## config.mk

```make
export PLATFORM = sky130hd
export DESIGN_NAME = pressure_flow_input_regs
export DESIGN_NICKNAME = d
export VERILOG_FILES = /design/src/shared/pressure_flow_pkg.sv /design/src/hdl/pressure_flow_input_regs.sv
export SDC_FILE = /design/constraint.sdc
export NUM_CORES = 2
export LEC_CHECK = 0
export BUFFER_PORTS_ARGS = -buffer_cell sky130_fd_sc_hd__buf_2
export CAP_MARGIN = 25
export CORE_UTILIZATION = 62
export DETAILED_ROUTE_END_ITERATION = 6
export PLACE_DENSITY = 0.82
export SYNTH_ARGS = -nofsm -noshare
export SYNTH_HDL_FRONTEND = slang
export SYNTH_SLANG_ARGS = --single-unit
```

## constraint.sdc

```tcl
create_clock -name CLOCK_IN -period 9.48 [get_ports CLOCK_IN]
set_clock_uncertainty 0.15 [all_clocks]
set_input_delay 1.422 -clock CLOCK_IN [delete_from_list [all_inputs] [get_ports CLOCK_IN]]
set_output_delay 1.422 -clock CLOCK_IN [all_outputs]
set_load 0.01 [all_outputs]
```

## src/shared/pressure_flow_pkg.sv

```systemverilog
package pressure_flow_pkg;

  // input register indices as seen by the read port
  localparam logic [15:0] IREG_PRESSURE = 16'h0001;
  localparam logic [15:0] IREG_FLOW_UPPER = 16'h0002;
  localparam logic [15:0] IREG_FLOW_LOWER = 16'h0003;
  localparam logic [15:0] IREG_AIR_SPEED = 16'h0004;
  localparam logic [15:0] IREG_OUTPUT_LEVEL = 16'h0005;
  localparam logic [15:0] IREG_MAX_FLOW_UPPER = 16'h0006;
  localparam logic [15:0] IREG_MAX_FLOW_LOWER = 16'h0007;
  localparam logic [15:0] IREG_SPAN_FLAG = 16'h0008;
  localparam logic [15:0] IREG_ALARM_FLAG = 16'h0009;
  localparam logic [15:0] IREG_FEEDBACK_MISSING = 16'h000A;
  localparam logic [15:0] IREG_SENSOR_FAILURE = 16'h000B;
  localparam logic [15:0] IREG_RESERVED_FIRST = 16'h000C;
  localparam logic [15:0] IREG_RESERVED_LAST = 16'h0014;

  // value of the velocity option that enables velocity measurement
  localparam logic [15:0] VELOCITY_ENABLED = 16'h0001;
  localparam logic [15:0] AIR_SPEED_MAX = 16'h012C;
  localparam logic [15:0] OUTPUT_LEVEL_MAX = 16'h03E8;
  localparam logic [15:0] WORD_RESET = 16'h0000;
  localparam logic [15:0] FLAG_SET = 16'h0001;

  // integer square root of a 16-bit radicand, one result bit per cycle
  localparam logic [2:0] SQRT_TOP_BIT = 3'h7;
  localparam logic [7:0] SQRT_BIT_ONE = 8'h01;

  // red indicator flash timing
  localparam int unsigned CLOCK_KHZ = 100000;
  localparam int unsigned FLASH_HALF_PERIOD_MS = 250;
  localparam int unsigned FLASH_HALF_CYCLES = FLASH_HALF_PERIOD_MS * CLOCK_KHZ;

  typedef enum logic [2:0] {
    ST_LOAD,
    ST_SQRT_MEAS,
    ST_STORE_MEAS,
    ST_SQRT_MAX,
    ST_STORE_MAX
  } calc_state_t;

endpackage

```

## src/hdl/pressure_flow_input_regs.sv

```systemverilog
`timescale 1ns/100ps
// What this block does
// - The 32-bit flow rate is read with its upper word at input register 2 and its lower word at register 3.
// - Flow rate equals the fan flow coefficient times the square root of the measured pressure difference.
// - With a zero flow coefficient, flow rate equals duct area times air speed, only when velocity is enabled.
// - Air speed reads non-zero only while the velocity option equals 1, and stays within 0 to 300.
// - The output level reads as an unsigned value from 0 to 1000.
// - Maximum flow is a word pair, from the coefficient and full-scale pressure or from area and top speed.
// - The span flag reads 1 while pressure, flow or, with velocity enabled, speed lies outside its span limits, else 0.
// - The alarm flag reads 1 while pressure, flow or, with velocity enabled, speed lies outside its alarm limits, else 0.
// - Both span and alarm flags stay 0 while self-tuning runs.
// - The feedback-missing flag follows lost pressure feedback and flashes the red indicator.
// - The sensing-failure flag follows a failed sensor element and flashes the red indicator.
module pressure_flow_input_regs
  import pressure_flow_pkg::*;
#(
  parameter int unsigned FLASH_CYCLES = FLASH_HALF_CYCLES
) (
  input wire logic CLOCK_IN,
  input wire logic RST_N_IN,
  input wire logic REG_RD_IN,
  input wire logic [15:0] REG_ADDR_IN,
  input wire logic [15:0] PRESSURE_IN,
  input wire logic [15:0] AIR_SPEED_IN,
  input wire logic [15:0] OUTPUT_LEVEL_IN,
  input wire logic [15:0] FLOW_COEFF_IN,
  input wire logic [15:0] DUCT_AREA_IN,
  input wire logic [15:0] VELOCITY_OPTION_IN,
  input wire logic [15:0] PRESSURE_FULL_SCALE_IN,
  input wire logic [15:0] PRESSURE_SPAN_MIN_IN,
  input wire logic [15:0] PRESSURE_SPAN_MAX_IN,
  input wire logic [15:0] FLOW_SPAN_MIN_IN,
  input wire logic [15:0] FLOW_SPAN_MAX_IN,
  input wire logic [15:0] SPEED_SPAN_MIN_IN,
  input wire logic [15:0] SPEED_SPAN_MAX_IN,
  input wire logic [15:0] PRESSURE_ALARM_MIN_IN,
  input wire logic [15:0] PRESSURE_ALARM_MAX_IN,
  input wire logic [15:0] FLOW_ALARM_MIN_IN,
  input wire logic [15:0] FLOW_ALARM_MAX_IN,
  input wire logic [15:0] SPEED_ALARM_MIN_IN,
  input wire logic [15:0] SPEED_ALARM_MAX_IN,
  input wire logic SELF_TUNE_IN,
  input wire logic FEEDBACK_LOST_IN,
  input wire logic SENSOR_FAULT_IN,
  output logic RD_VALID_OUT,
  output logic [15:0] RD_DATA_OUT,
  output logic RED_LED_OUT
);

  logic rst_meta;
  logic rst_n;
  calc_state_t state;
  logic [15:0] radicand;
  logic [7:0] root;
  logic [2:0] bit_idx;
  logic [15:0] coeff;
  logic [15:0] area;
  logic [31:0] flow_rate;
  logic [31:0] max_flow;
  logic [15:0] measured_pressure_difference;
  logic [15:0] measured_air_speed;
  logic [15:0] output_level_percent;
  logic span_violation_flag;
  logic alarm_violation_flag;
  logic pressure_feedback_missing;
  logic sensing_element_failure;
  logic [31:0] flash_count;
  logic [15:0] rd_addr;

  always_ff @(posedge CLOCK_IN or negedge RST_N_IN) begin
    if (!RST_N_IN) begin
      rst_meta <= 1'b0;
      rst_n <= 1'b0;
    end else begin
      rst_meta <= 1'b1;
      rst_n <= rst_meta;
    end
  end

  // measurement conditioning
  wire velocity_on = (VELOCITY_OPTION_IN == VELOCITY_ENABLED);
  wire [15:0] speed_clamped = (AIR_SPEED_IN > AIR_SPEED_MAX) ? AIR_SPEED_MAX : AIR_SPEED_IN;
  wire [15:0] next_speed = velocity_on ? speed_clamped : WORD_RESET;
  wire [15:0] next_level = (OUTPUT_LEVEL_IN > OUTPUT_LEVEL_MAX) ? OUTPUT_LEVEL_MAX : OUTPUT_LEVEL_IN;
  // negative pressure gives a zero root, so no coefficient-based flow
  wire [15:0] pressure_pos = PRESSURE_IN[15] ? WORD_RESET : PRESSURE_IN;

  // square root engine shared between live flow and maximum flow
  wire [7:0] root_try = root | (SQRT_BIT_ONE << bit_idx);
  wire [15:0] root_try_sq = root_try * root_try;
  wire keep_bit = (root_try_sq <= radicand);
  wire [7:0] next_root = keep_bit ? root_try : root;
  wire sqrt_busy = (state == ST_SQRT_MEAS) || (state == ST_SQRT_MAX);
  wire sqrt_last = (bit_idx == 3'h0);
  wire [23:0] coeff_root = coeff * root;
  wire [31:0] area_speed = area * measured_air_speed;
  wire [31:0] area_top_speed = area * AIR_SPEED_MAX;
  wire use_coeff = (coeff != WORD_RESET);
  wire [31:0] next_flow = use_coeff ? {8'h00, coeff_root} : (velocity_on ? area_speed : 32'h0000_0000);
  wire [31:0] next_max_flow = use_coeff ? {8'h00, coeff_root} : (velocity_on ? area_top_speed : 32'h0000_0000);

  always_ff @(posedge CLOCK_IN or negedge rst_n) begin
    if (!rst_n) begin
      state <= ST_LOAD;
      radicand <= WORD_RESET;
      root <= 8'h00;
      bit_idx <= SQRT_TOP_BIT;
      coeff <= WORD_RESET;
      area <= WORD_RESET;
      flow_rate <= 32'h0000_0000;
      max_flow <= 32'h0000_0000;
    end else begin
      case (state)
        ST_LOAD: begin
          radicand <= pressure_pos;
          root <= 8'h00;
          bit_idx <= SQRT_TOP_BIT;
          coeff <= FLOW_COEFF_IN;
          area <= DUCT_AREA_IN;
          state <= ST_SQRT_MEAS;
        end
        ST_SQRT_MEAS, ST_SQRT_MAX: begin
          root <= next_root;
          bit_idx <= bit_idx - 3'h1;
          if (sqrt_last) begin
            state <= (state == ST_SQRT_MEAS) ? ST_STORE_MEAS : ST_STORE_MAX;
          end
        end
        ST_STORE_MEAS: begin
          flow_rate <= next_flow;
          radicand <= PRESSURE_FULL_SCALE_IN[15] ? WORD_RESET : PRESSURE_FULL_SCALE_IN;
          root <= 8'h00;
          bit_idx <= SQRT_TOP_BIT;
          state <= ST_SQRT_MAX;
        end
        ST_STORE_MAX: begin
          max_flow <= next_max_flow;
          state <= ST_LOAD;
        end
        default: begin
          state <= ST_LOAD;
        end
      endcase
    end
  end

  // limit checks, pressure signed, flow and speed unsigned
  wire pres_out_span = ($signed(measured_pressure_difference) < $signed(PRESSURE_SPAN_MIN_IN)) ||
    ($signed(measured_pressure_difference) > $signed(PRESSURE_SPAN_MAX_IN));
  wire pres_out_alarm = ($signed(measured_pressure_difference) < $signed(PRESSURE_ALARM_MIN_IN)) ||
    ($signed(measured_pressure_difference) > $signed(PRESSURE_ALARM_MAX_IN));
  wire flow_out_span = (flow_rate < {16'h0000, FLOW_SPAN_MIN_IN}) || (flow_rate > {16'h0000, FLOW_SPAN_MAX_IN});
  wire flow_out_alarm = (flow_rate < {16'h0000, FLOW_ALARM_MIN_IN}) || (flow_rate > {16'h0000, FLOW_ALARM_MAX_IN});
  wire speed_out_span = velocity_on &&
    ((measured_air_speed < SPEED_SPAN_MIN_IN) || (measured_air_speed > SPEED_SPAN_MAX_IN));
  wire speed_out_alarm = velocity_on &&
    ((measured_air_speed < SPEED_ALARM_MIN_IN) || (measured_air_speed > SPEED_ALARM_MAX_IN));
  wire next_span = !SELF_TUNE_IN && (pres_out_span || flow_out_span || speed_out_span);
  wire next_alarm = !SELF_TUNE_IN && (pres_out_alarm || flow_out_alarm || speed_out_alarm);

  always_ff @(posedge CLOCK_IN or negedge rst_n) begin
    if (!rst_n) begin
      measured_pressure_difference <= WORD_RESET;
      measured_air_speed <= WORD_RESET;
      output_level_percent <= WORD_RESET;
      span_violation_flag <= 1'b0;
      alarm_violation_flag <= 1'b0;
      pressure_feedback_missing <= 1'b0;
      sensing_element_failure <= 1'b0;
    end else begin
      measured_pressure_difference <= PRESSURE_IN;
      measured_air_speed <= next_speed;
      output_level_percent <= next_level;
      span_violation_flag <= next_span;
      alarm_violation_flag <= next_alarm;
      pressure_feedback_missing <= FEEDBACK_LOST_IN;
      sensing_element_failure <= SENSOR_FAULT_IN;
    end
  end

  // red indicator flashes while either fault is present
  wire fault_any = pressure_feedback_missing || sensing_element_failure;
  wire flash_wrap = (flash_count == FLASH_CYCLES - 1);

  // counter parked at its wrap point so the first fault cycle lights the indicator, then equal on and off halves
  always_ff @(posedge CLOCK_IN or negedge rst_n) begin
    if (!rst_n) begin
      flash_count <= 32'(FLASH_CYCLES - 1);
      RED_LED_OUT <= 1'b0;
    end else if (!fault_any) begin
      flash_count <= 32'(FLASH_CYCLES - 1);
      RED_LED_OUT <= 1'b0;
    end else begin
      flash_count <= flash_wrap ? 32'h0000_0000 : flash_count + 32'h0000_0001;
      if (flash_wrap) begin
        RED_LED_OUT <= !RED_LED_OUT;
      end
    end
  end

  // read port: one word per request, answered on the next edge
  wire [15:0] rd_word =
    (REG_ADDR_IN == IREG_PRESSURE) ? measured_pressure_difference :
    (REG_ADDR_IN == IREG_FLOW_UPPER) ? flow_rate[31:16] :
    (REG_ADDR_IN == IREG_FLOW_LOWER) ? flow_rate[15:0] :
    (REG_ADDR_IN == IREG_AIR_SPEED) ? measured_air_speed :
    (REG_ADDR_IN == IREG_OUTPUT_LEVEL) ? output_level_percent :
    (REG_ADDR_IN == IREG_MAX_FLOW_UPPER) ? max_flow[31:16] :
    (REG_ADDR_IN == IREG_MAX_FLOW_LOWER) ? max_flow[15:0] :
    (REG_ADDR_IN == IREG_SPAN_FLAG) ? {15'h0000, span_violation_flag} :
    (REG_ADDR_IN == IREG_ALARM_FLAG) ? {15'h0000, alarm_violation_flag} :
    (REG_ADDR_IN == IREG_FEEDBACK_MISSING) ? {15'h0000, pressure_feedback_missing} :
    (REG_ADDR_IN == IREG_SENSOR_FAILURE) ? {15'h0000, sensing_element_failure} :
    WORD_RESET;

  always_ff @(posedge CLOCK_IN or negedge rst_n) begin
    if (!rst_n) begin
      RD_VALID_OUT <= 1'b0;
      RD_DATA_OUT <= WORD_RESET;
      rd_addr <= WORD_RESET;
    end else begin
      RD_VALID_OUT <= REG_RD_IN;
      if (REG_RD_IN) begin
        RD_DATA_OUT <= rd_word;
        rd_addr <= REG_ADDR_IN;
      end
    end
  end

  wire reserved_addr = (rd_addr >= IREG_RESERVED_FIRST) && (rd_addr <= IREG_RESERVED_LAST);

  property p_flow_upper;
    @(posedge CLOCK_IN) disable iff (!rst_n)
    REG_RD_IN && REG_ADDR_IN == IREG_FLOW_UPPER |=> RD_VALID_OUT && RD_DATA_OUT == $past(flow_rate[31:16]);
  endproperty
  a_flow_upper: assert property (p_flow_upper) else $error("flow upper word mismatch");

  property p_flow_lower;
    @(posedge CLOCK_IN) disable iff (!rst_n)
    REG_RD_IN && REG_ADDR_IN == IREG_FLOW_LOWER |=> RD_DATA_OUT == $past(flow_rate[15:0]);
  endproperty
  a_flow_lower: assert property (p_flow_lower) else $error("flow lower word mismatch");

  property p_sqrt_exact;
    @(posedge CLOCK_IN) disable iff (!rst_n)
    state == ST_STORE_MEAS |-> ({8'h00, root} * {8'h00, root} <= {16'h0000, radicand}) &&
      ({8'h00, root} + 16'h0001) * ({8'h00, root} + 16'h0001) > {16'h0000, radicand};
  endproperty
  a_sqrt_exact: assert property (p_sqrt_exact) else $error("square root out of bounds");

  property p_area_flow;
    @(posedge CLOCK_IN) disable iff (!rst_n)
    state == ST_STORE_MEAS && coeff == WORD_RESET && !velocity_on |=> flow_rate == 32'h0000_0000;
  endproperty
  a_area_flow: assert property (p_area_flow) else $error("flow without coefficient or velocity");

  property p_speed_gated;
    @(posedge CLOCK_IN) disable iff (!rst_n)
    $past(VELOCITY_OPTION_IN) != VELOCITY_ENABLED |-> measured_air_speed == WORD_RESET;
  endproperty
  a_speed_gated: assert property (p_speed_gated) else $error("air speed shown while disabled");

  property p_level_range;
    @(posedge CLOCK_IN) disable iff (!rst_n)
    output_level_percent <= OUTPUT_LEVEL_MAX && measured_air_speed <= AIR_SPEED_MAX;
  endproperty
  a_level_range: assert property (p_level_range) else $error("value above its range");

  property p_tune_quiet;
    @(posedge CLOCK_IN) disable iff (!rst_n)
    SELF_TUNE_IN |=> !span_violation_flag && !alarm_violation_flag;
  endproperty
  a_tune_quiet: assert property (p_tune_quiet) else $error("flag raised during self tuning");

  property p_fault_led;
    @(posedge CLOCK_IN) disable iff (!rst_n)
    !FEEDBACK_LOST_IN && !SENSOR_FAULT_IN ##1 !FEEDBACK_LOST_IN && !SENSOR_FAULT_IN |=> !RED_LED_OUT;
  endproperty
  a_fault_led: assert property (p_fault_led) else $error("red indicator lit without fault");

  property p_sensor_flag;
    @(posedge CLOCK_IN) disable iff (!rst_n)
    SENSOR_FAULT_IN && !sensing_element_failure && !pressure_feedback_missing |=>
      sensing_element_failure ##1 RED_LED_OUT;
  endproperty
  a_sensor_flag: assert property (p_sensor_flag) else $error("sensor failure not shown");

  property p_reserved_zero;
    @(posedge CLOCK_IN) disable iff (!rst_n)
    RD_VALID_OUT && reserved_addr |-> RD_DATA_OUT == WORD_RESET;
  endproperty
  a_reserved_zero: assert property (p_reserved_zero) else $error("reserved register not zero");

  property p_cycle_len;
    @(posedge CLOCK_IN) disable iff (!rst_n)
    state == ST_LOAD |=> sqrt_busy [*8] ##1 state == ST_STORE_MEAS;
  endproperty
  a_cycle_len: assert property (p_cycle_len) else $error("square root step count wrong");

  c_flow_read: cover property (@(posedge CLOCK_IN) disable iff (!rst_n)
    REG_RD_IN && REG_ADDR_IN == IREG_FLOW_UPPER ##1 REG_RD_IN && REG_ADDR_IN == IREG_FLOW_LOWER);
  c_span_set: cover property (@(posedge CLOCK_IN) disable iff (!rst_n) $rose(span_violation_flag));
  c_alarm_set: cover property (@(posedge CLOCK_IN) disable iff (!rst_n) $rose(alarm_violation_flag));
  c_led_toggle: cover property (@(posedge CLOCK_IN) disable iff (!rst_n) $fell(RED_LED_OUT) && fault_any);

endmodule // pressure_flow_input_regs

```

==> out/qor.yml <==
clock_tree:
  cts_buffer_depth: 3
  cts-htree-levels: 1
  clkSlewWorstSetupHoldPaths_ns: 0.06
  postCtsSetupBuffers: 0
  clock_sinks: 222
  cts_resized: 0
  cts_made_buffers: 28
  clk_latency_ns: 0.61
  hold_buffers: 0
  cts_tree: "done"
  root_buffer: "clkbuf_16"
placed_design:
  place_inst: 4322
  port_buffers: 343
  gp_congestion: 0.950
  dp_hpwl_um: 67100
logic_synthesis:
  ys_seq_area_share_pct: 18.4
  synth_seq_cells: 222
  yosysUniqueCellTypes: 77
  synth_top_area_share_pct: 21.5
  async_flop_share_pct: 100
  yosys_warnings: 0
  synth.avg_cell_area_um2: 8.81
  ys.flop_type: "dfrtp_1"
  synth_edf_count: 0
  netlist_instances: 3449
  synthTopCellsByArea: "fa_1 21%, ha_1 18%, dfrtp_1 17%"
  syn-cell-area_mm2: 0.0304
  synth_top_area_cell: "fa_1"
global_routing:
  grt-ovfl-total: 0
  gr-usage-all-layers_pct: 35.0
  grt_max_degree: 182
  grt_pass1_vias: 26100
  grt_antenna_before_repair: 4
  grt_pass1_wl_um: 137000
setup_path:
  rr_worst_depth: 20
  critical_path_class: "flop to flop"
  arrival_ns: 7.45
  critPathMaxFanout: 21
  required_ns: 9.77
  cp-start-kind: "flop"
  critPathCaptureType: "flop"
detailed_routing:
  num_vias: 25600
  wl_um: 84800
  wl_per_cell_um: 19.4
  viasPerCell: 5.85
  drtIter0Drc: 2252
  dr.pass1.iters: 7
  drc_errors: 1
  antenna_left: 0
floorplan:
  ios: 344
  die_area_mm2: 0.0499
  coreArea_mm2: 0.0480
  row_count: 80
  start_util_pct: 63.3
  die_x_um: 223
  fp.dieH_um: 223
finish:
  area.growth.synth_to_final_pct: 10.8
  fin_cells: 4377
  fin_nets: 4832
  mostFrequentLayoutCells: "672 x inv_1, 443 x ha_1, 343 x buf_2"
  finalCoreUtilization_pct: 70.1
  drive_gt1_share_pct: 13.5
  mostFrequentLayoutCell: "inv_1"
sta:
  worstMarginPinSlew_ns: 1.07
  hold_viol: 0
  slew_violations: 0
  fmaxAchievable_mhz: 140
  slew_headroom_pct: 28.4
  final.setup.tns_ns: 0
  period_needed_ns: 7.16
  rsz0062_at_grt: "no"
  fin_crit_sh_pct: 75.6
  setup_viol: 0
  whs_ns: 0.158
outcome:
  status: "finished with violations"
  violations: "design-rule violations"
power_and_ir_drop:
  peakVddDrop_mv: 0.152
  p_leak_nw: 18.2
  p_clk_share_pct: 24.5
  power_mw: 4.81
  p_sw_mw: 1.98
  p_int_mw: 2.82
  power.density_mw_per_mm2: 143
  combPwrFrac_pct: 46.6
  pwr-share-seq_pct: 28.9
  p_sw_share_pct: 41.3
job:
  drv_cap: 0
worst_hold_path:
  hold_class: "flop to asynchronous set/reset pin"
-- worst max-delay path, stage by stage, from the launching register on --
cell and delay, ns:
dfrtp_1 0.94, nand2_1 0.19, fa_1 0.54, fa_1 0.54, inv_1 0.06, fa_1 0.53
fa_1 0.54, fa_1 0.58, inv_1 0.07, fa_1 0.55, inv_1 0.05, ha_1 0.36
and4_1 0.24, and3_1 0.19, nand3_1 0.08, nand3_1 0.16, a31oi_1 0.49, a21oi_1 0.17
or3_1 0.38, xnor2_1 0.14, o21ai_1 0.07
-- cell families after synthesis --
| family | Yosys count | synth area share (%) |
|---|---|---|
| compound gates | 581 | 12.4 |
| xor+xnor | 98 | 2.82 |
| fa+ha+maj | 769 | 39.7 |
| buf+inv | 791 | 9.81 |
| flops | 222 | 18.4 |
| mux | 48 | 1.84 |
| other cells | 2 | 0.0247 |
| simple gates | 938 | 15.1 |
-- registers in the layout (all words and copies together) (netlist names), 8 cells and up --
signal / count
flash_count: 32
radicand: 15
output_level_percent: 16
max_flow: 25
flow_rate: 32
measured_pressure_difference: 16
coeff: 16
RD_DATA_OUT: 16
area: 16
measured_air_speed: 16
root: 8
-- synth_stat cells, drive strengths merged, types with 44 or more instances --
cell type and n:
a21o 59, dfrtp 202, nor2 178, ha 443
o21ai 128, clkbuf 103, inv 673, a21oi 181
and2 175, xnor2 58, nand2 326, mux2 44
fa 326
-- power groups by stage --
stage	registers (mW)	clock network, mW	logic (mW)
finish	1.39	1.18	2.24
global route	1.40	1.22	2.54
CTS	1.38	1.18	2.22
detailed placement	1.39	0	2.19
global placement	1.39	0	2.13
floorplan	1.28	0	1.61
-- per-layer routing --
layer,track usage [%],wire length [um]
met1,45.3,34100
met2,57.3,39500
met3,6.31,6820
met4,15.4,4370
met5,0,36
-- through the flow --
stage | instance area (um2) | setup WS (ns)
floorplan | 30400 | 2.72
global placement | 32600 | 2.60
detailed placement | 32700 | 2.44
CTS | 33700 | 2.44
global route | 33700 | 2.01
finish | 33700 | 2.32
-- final timing paths --
path | slack (ns) | end | start
setup reg to reg | 2.32 | flow_rate[28]$_DFFE_PN0P_ | measured_air_speed[15]$_DFF_PN0_
hold / removal | 0.16 | RD_VALID_OUT$_DFF_PN0_ | rst_n$_DFF_PN0_
hold reg to reg | 0.16 | RD_VALID_OUT$_DFF_PN0_ | rst_n$_DFF_PN0_
min in group CLOCK_IN | 0.21 | rst_n$_DFF_PN0_ | rst_meta$_DFF_PN0_
max in group asynchronous | 7.56 | measured_air_speed[14]$_DFF_PN0_ | rst_n$_DFF_PN0_
setup / recovery | 2.32 | flow_rate[28]$_DFFE_PN0P_ | measured_air_speed[15]$_DFF_PN0_
-- final cells by class --
type / instances / area (um2)
flip-flops and latches: 222 / 5580
multi-input cells: 2448 / 21900
well taps: 615 / 769
inverters: 673 / 2530
repair buffers: 364 / 1890
fillers: 3722 / 14400
diodes: 3 / 7.51
clock inverters: 10 / 185
clock buffers: 42 / 833
Note: power is estimated with default switching activity, not from simulation.
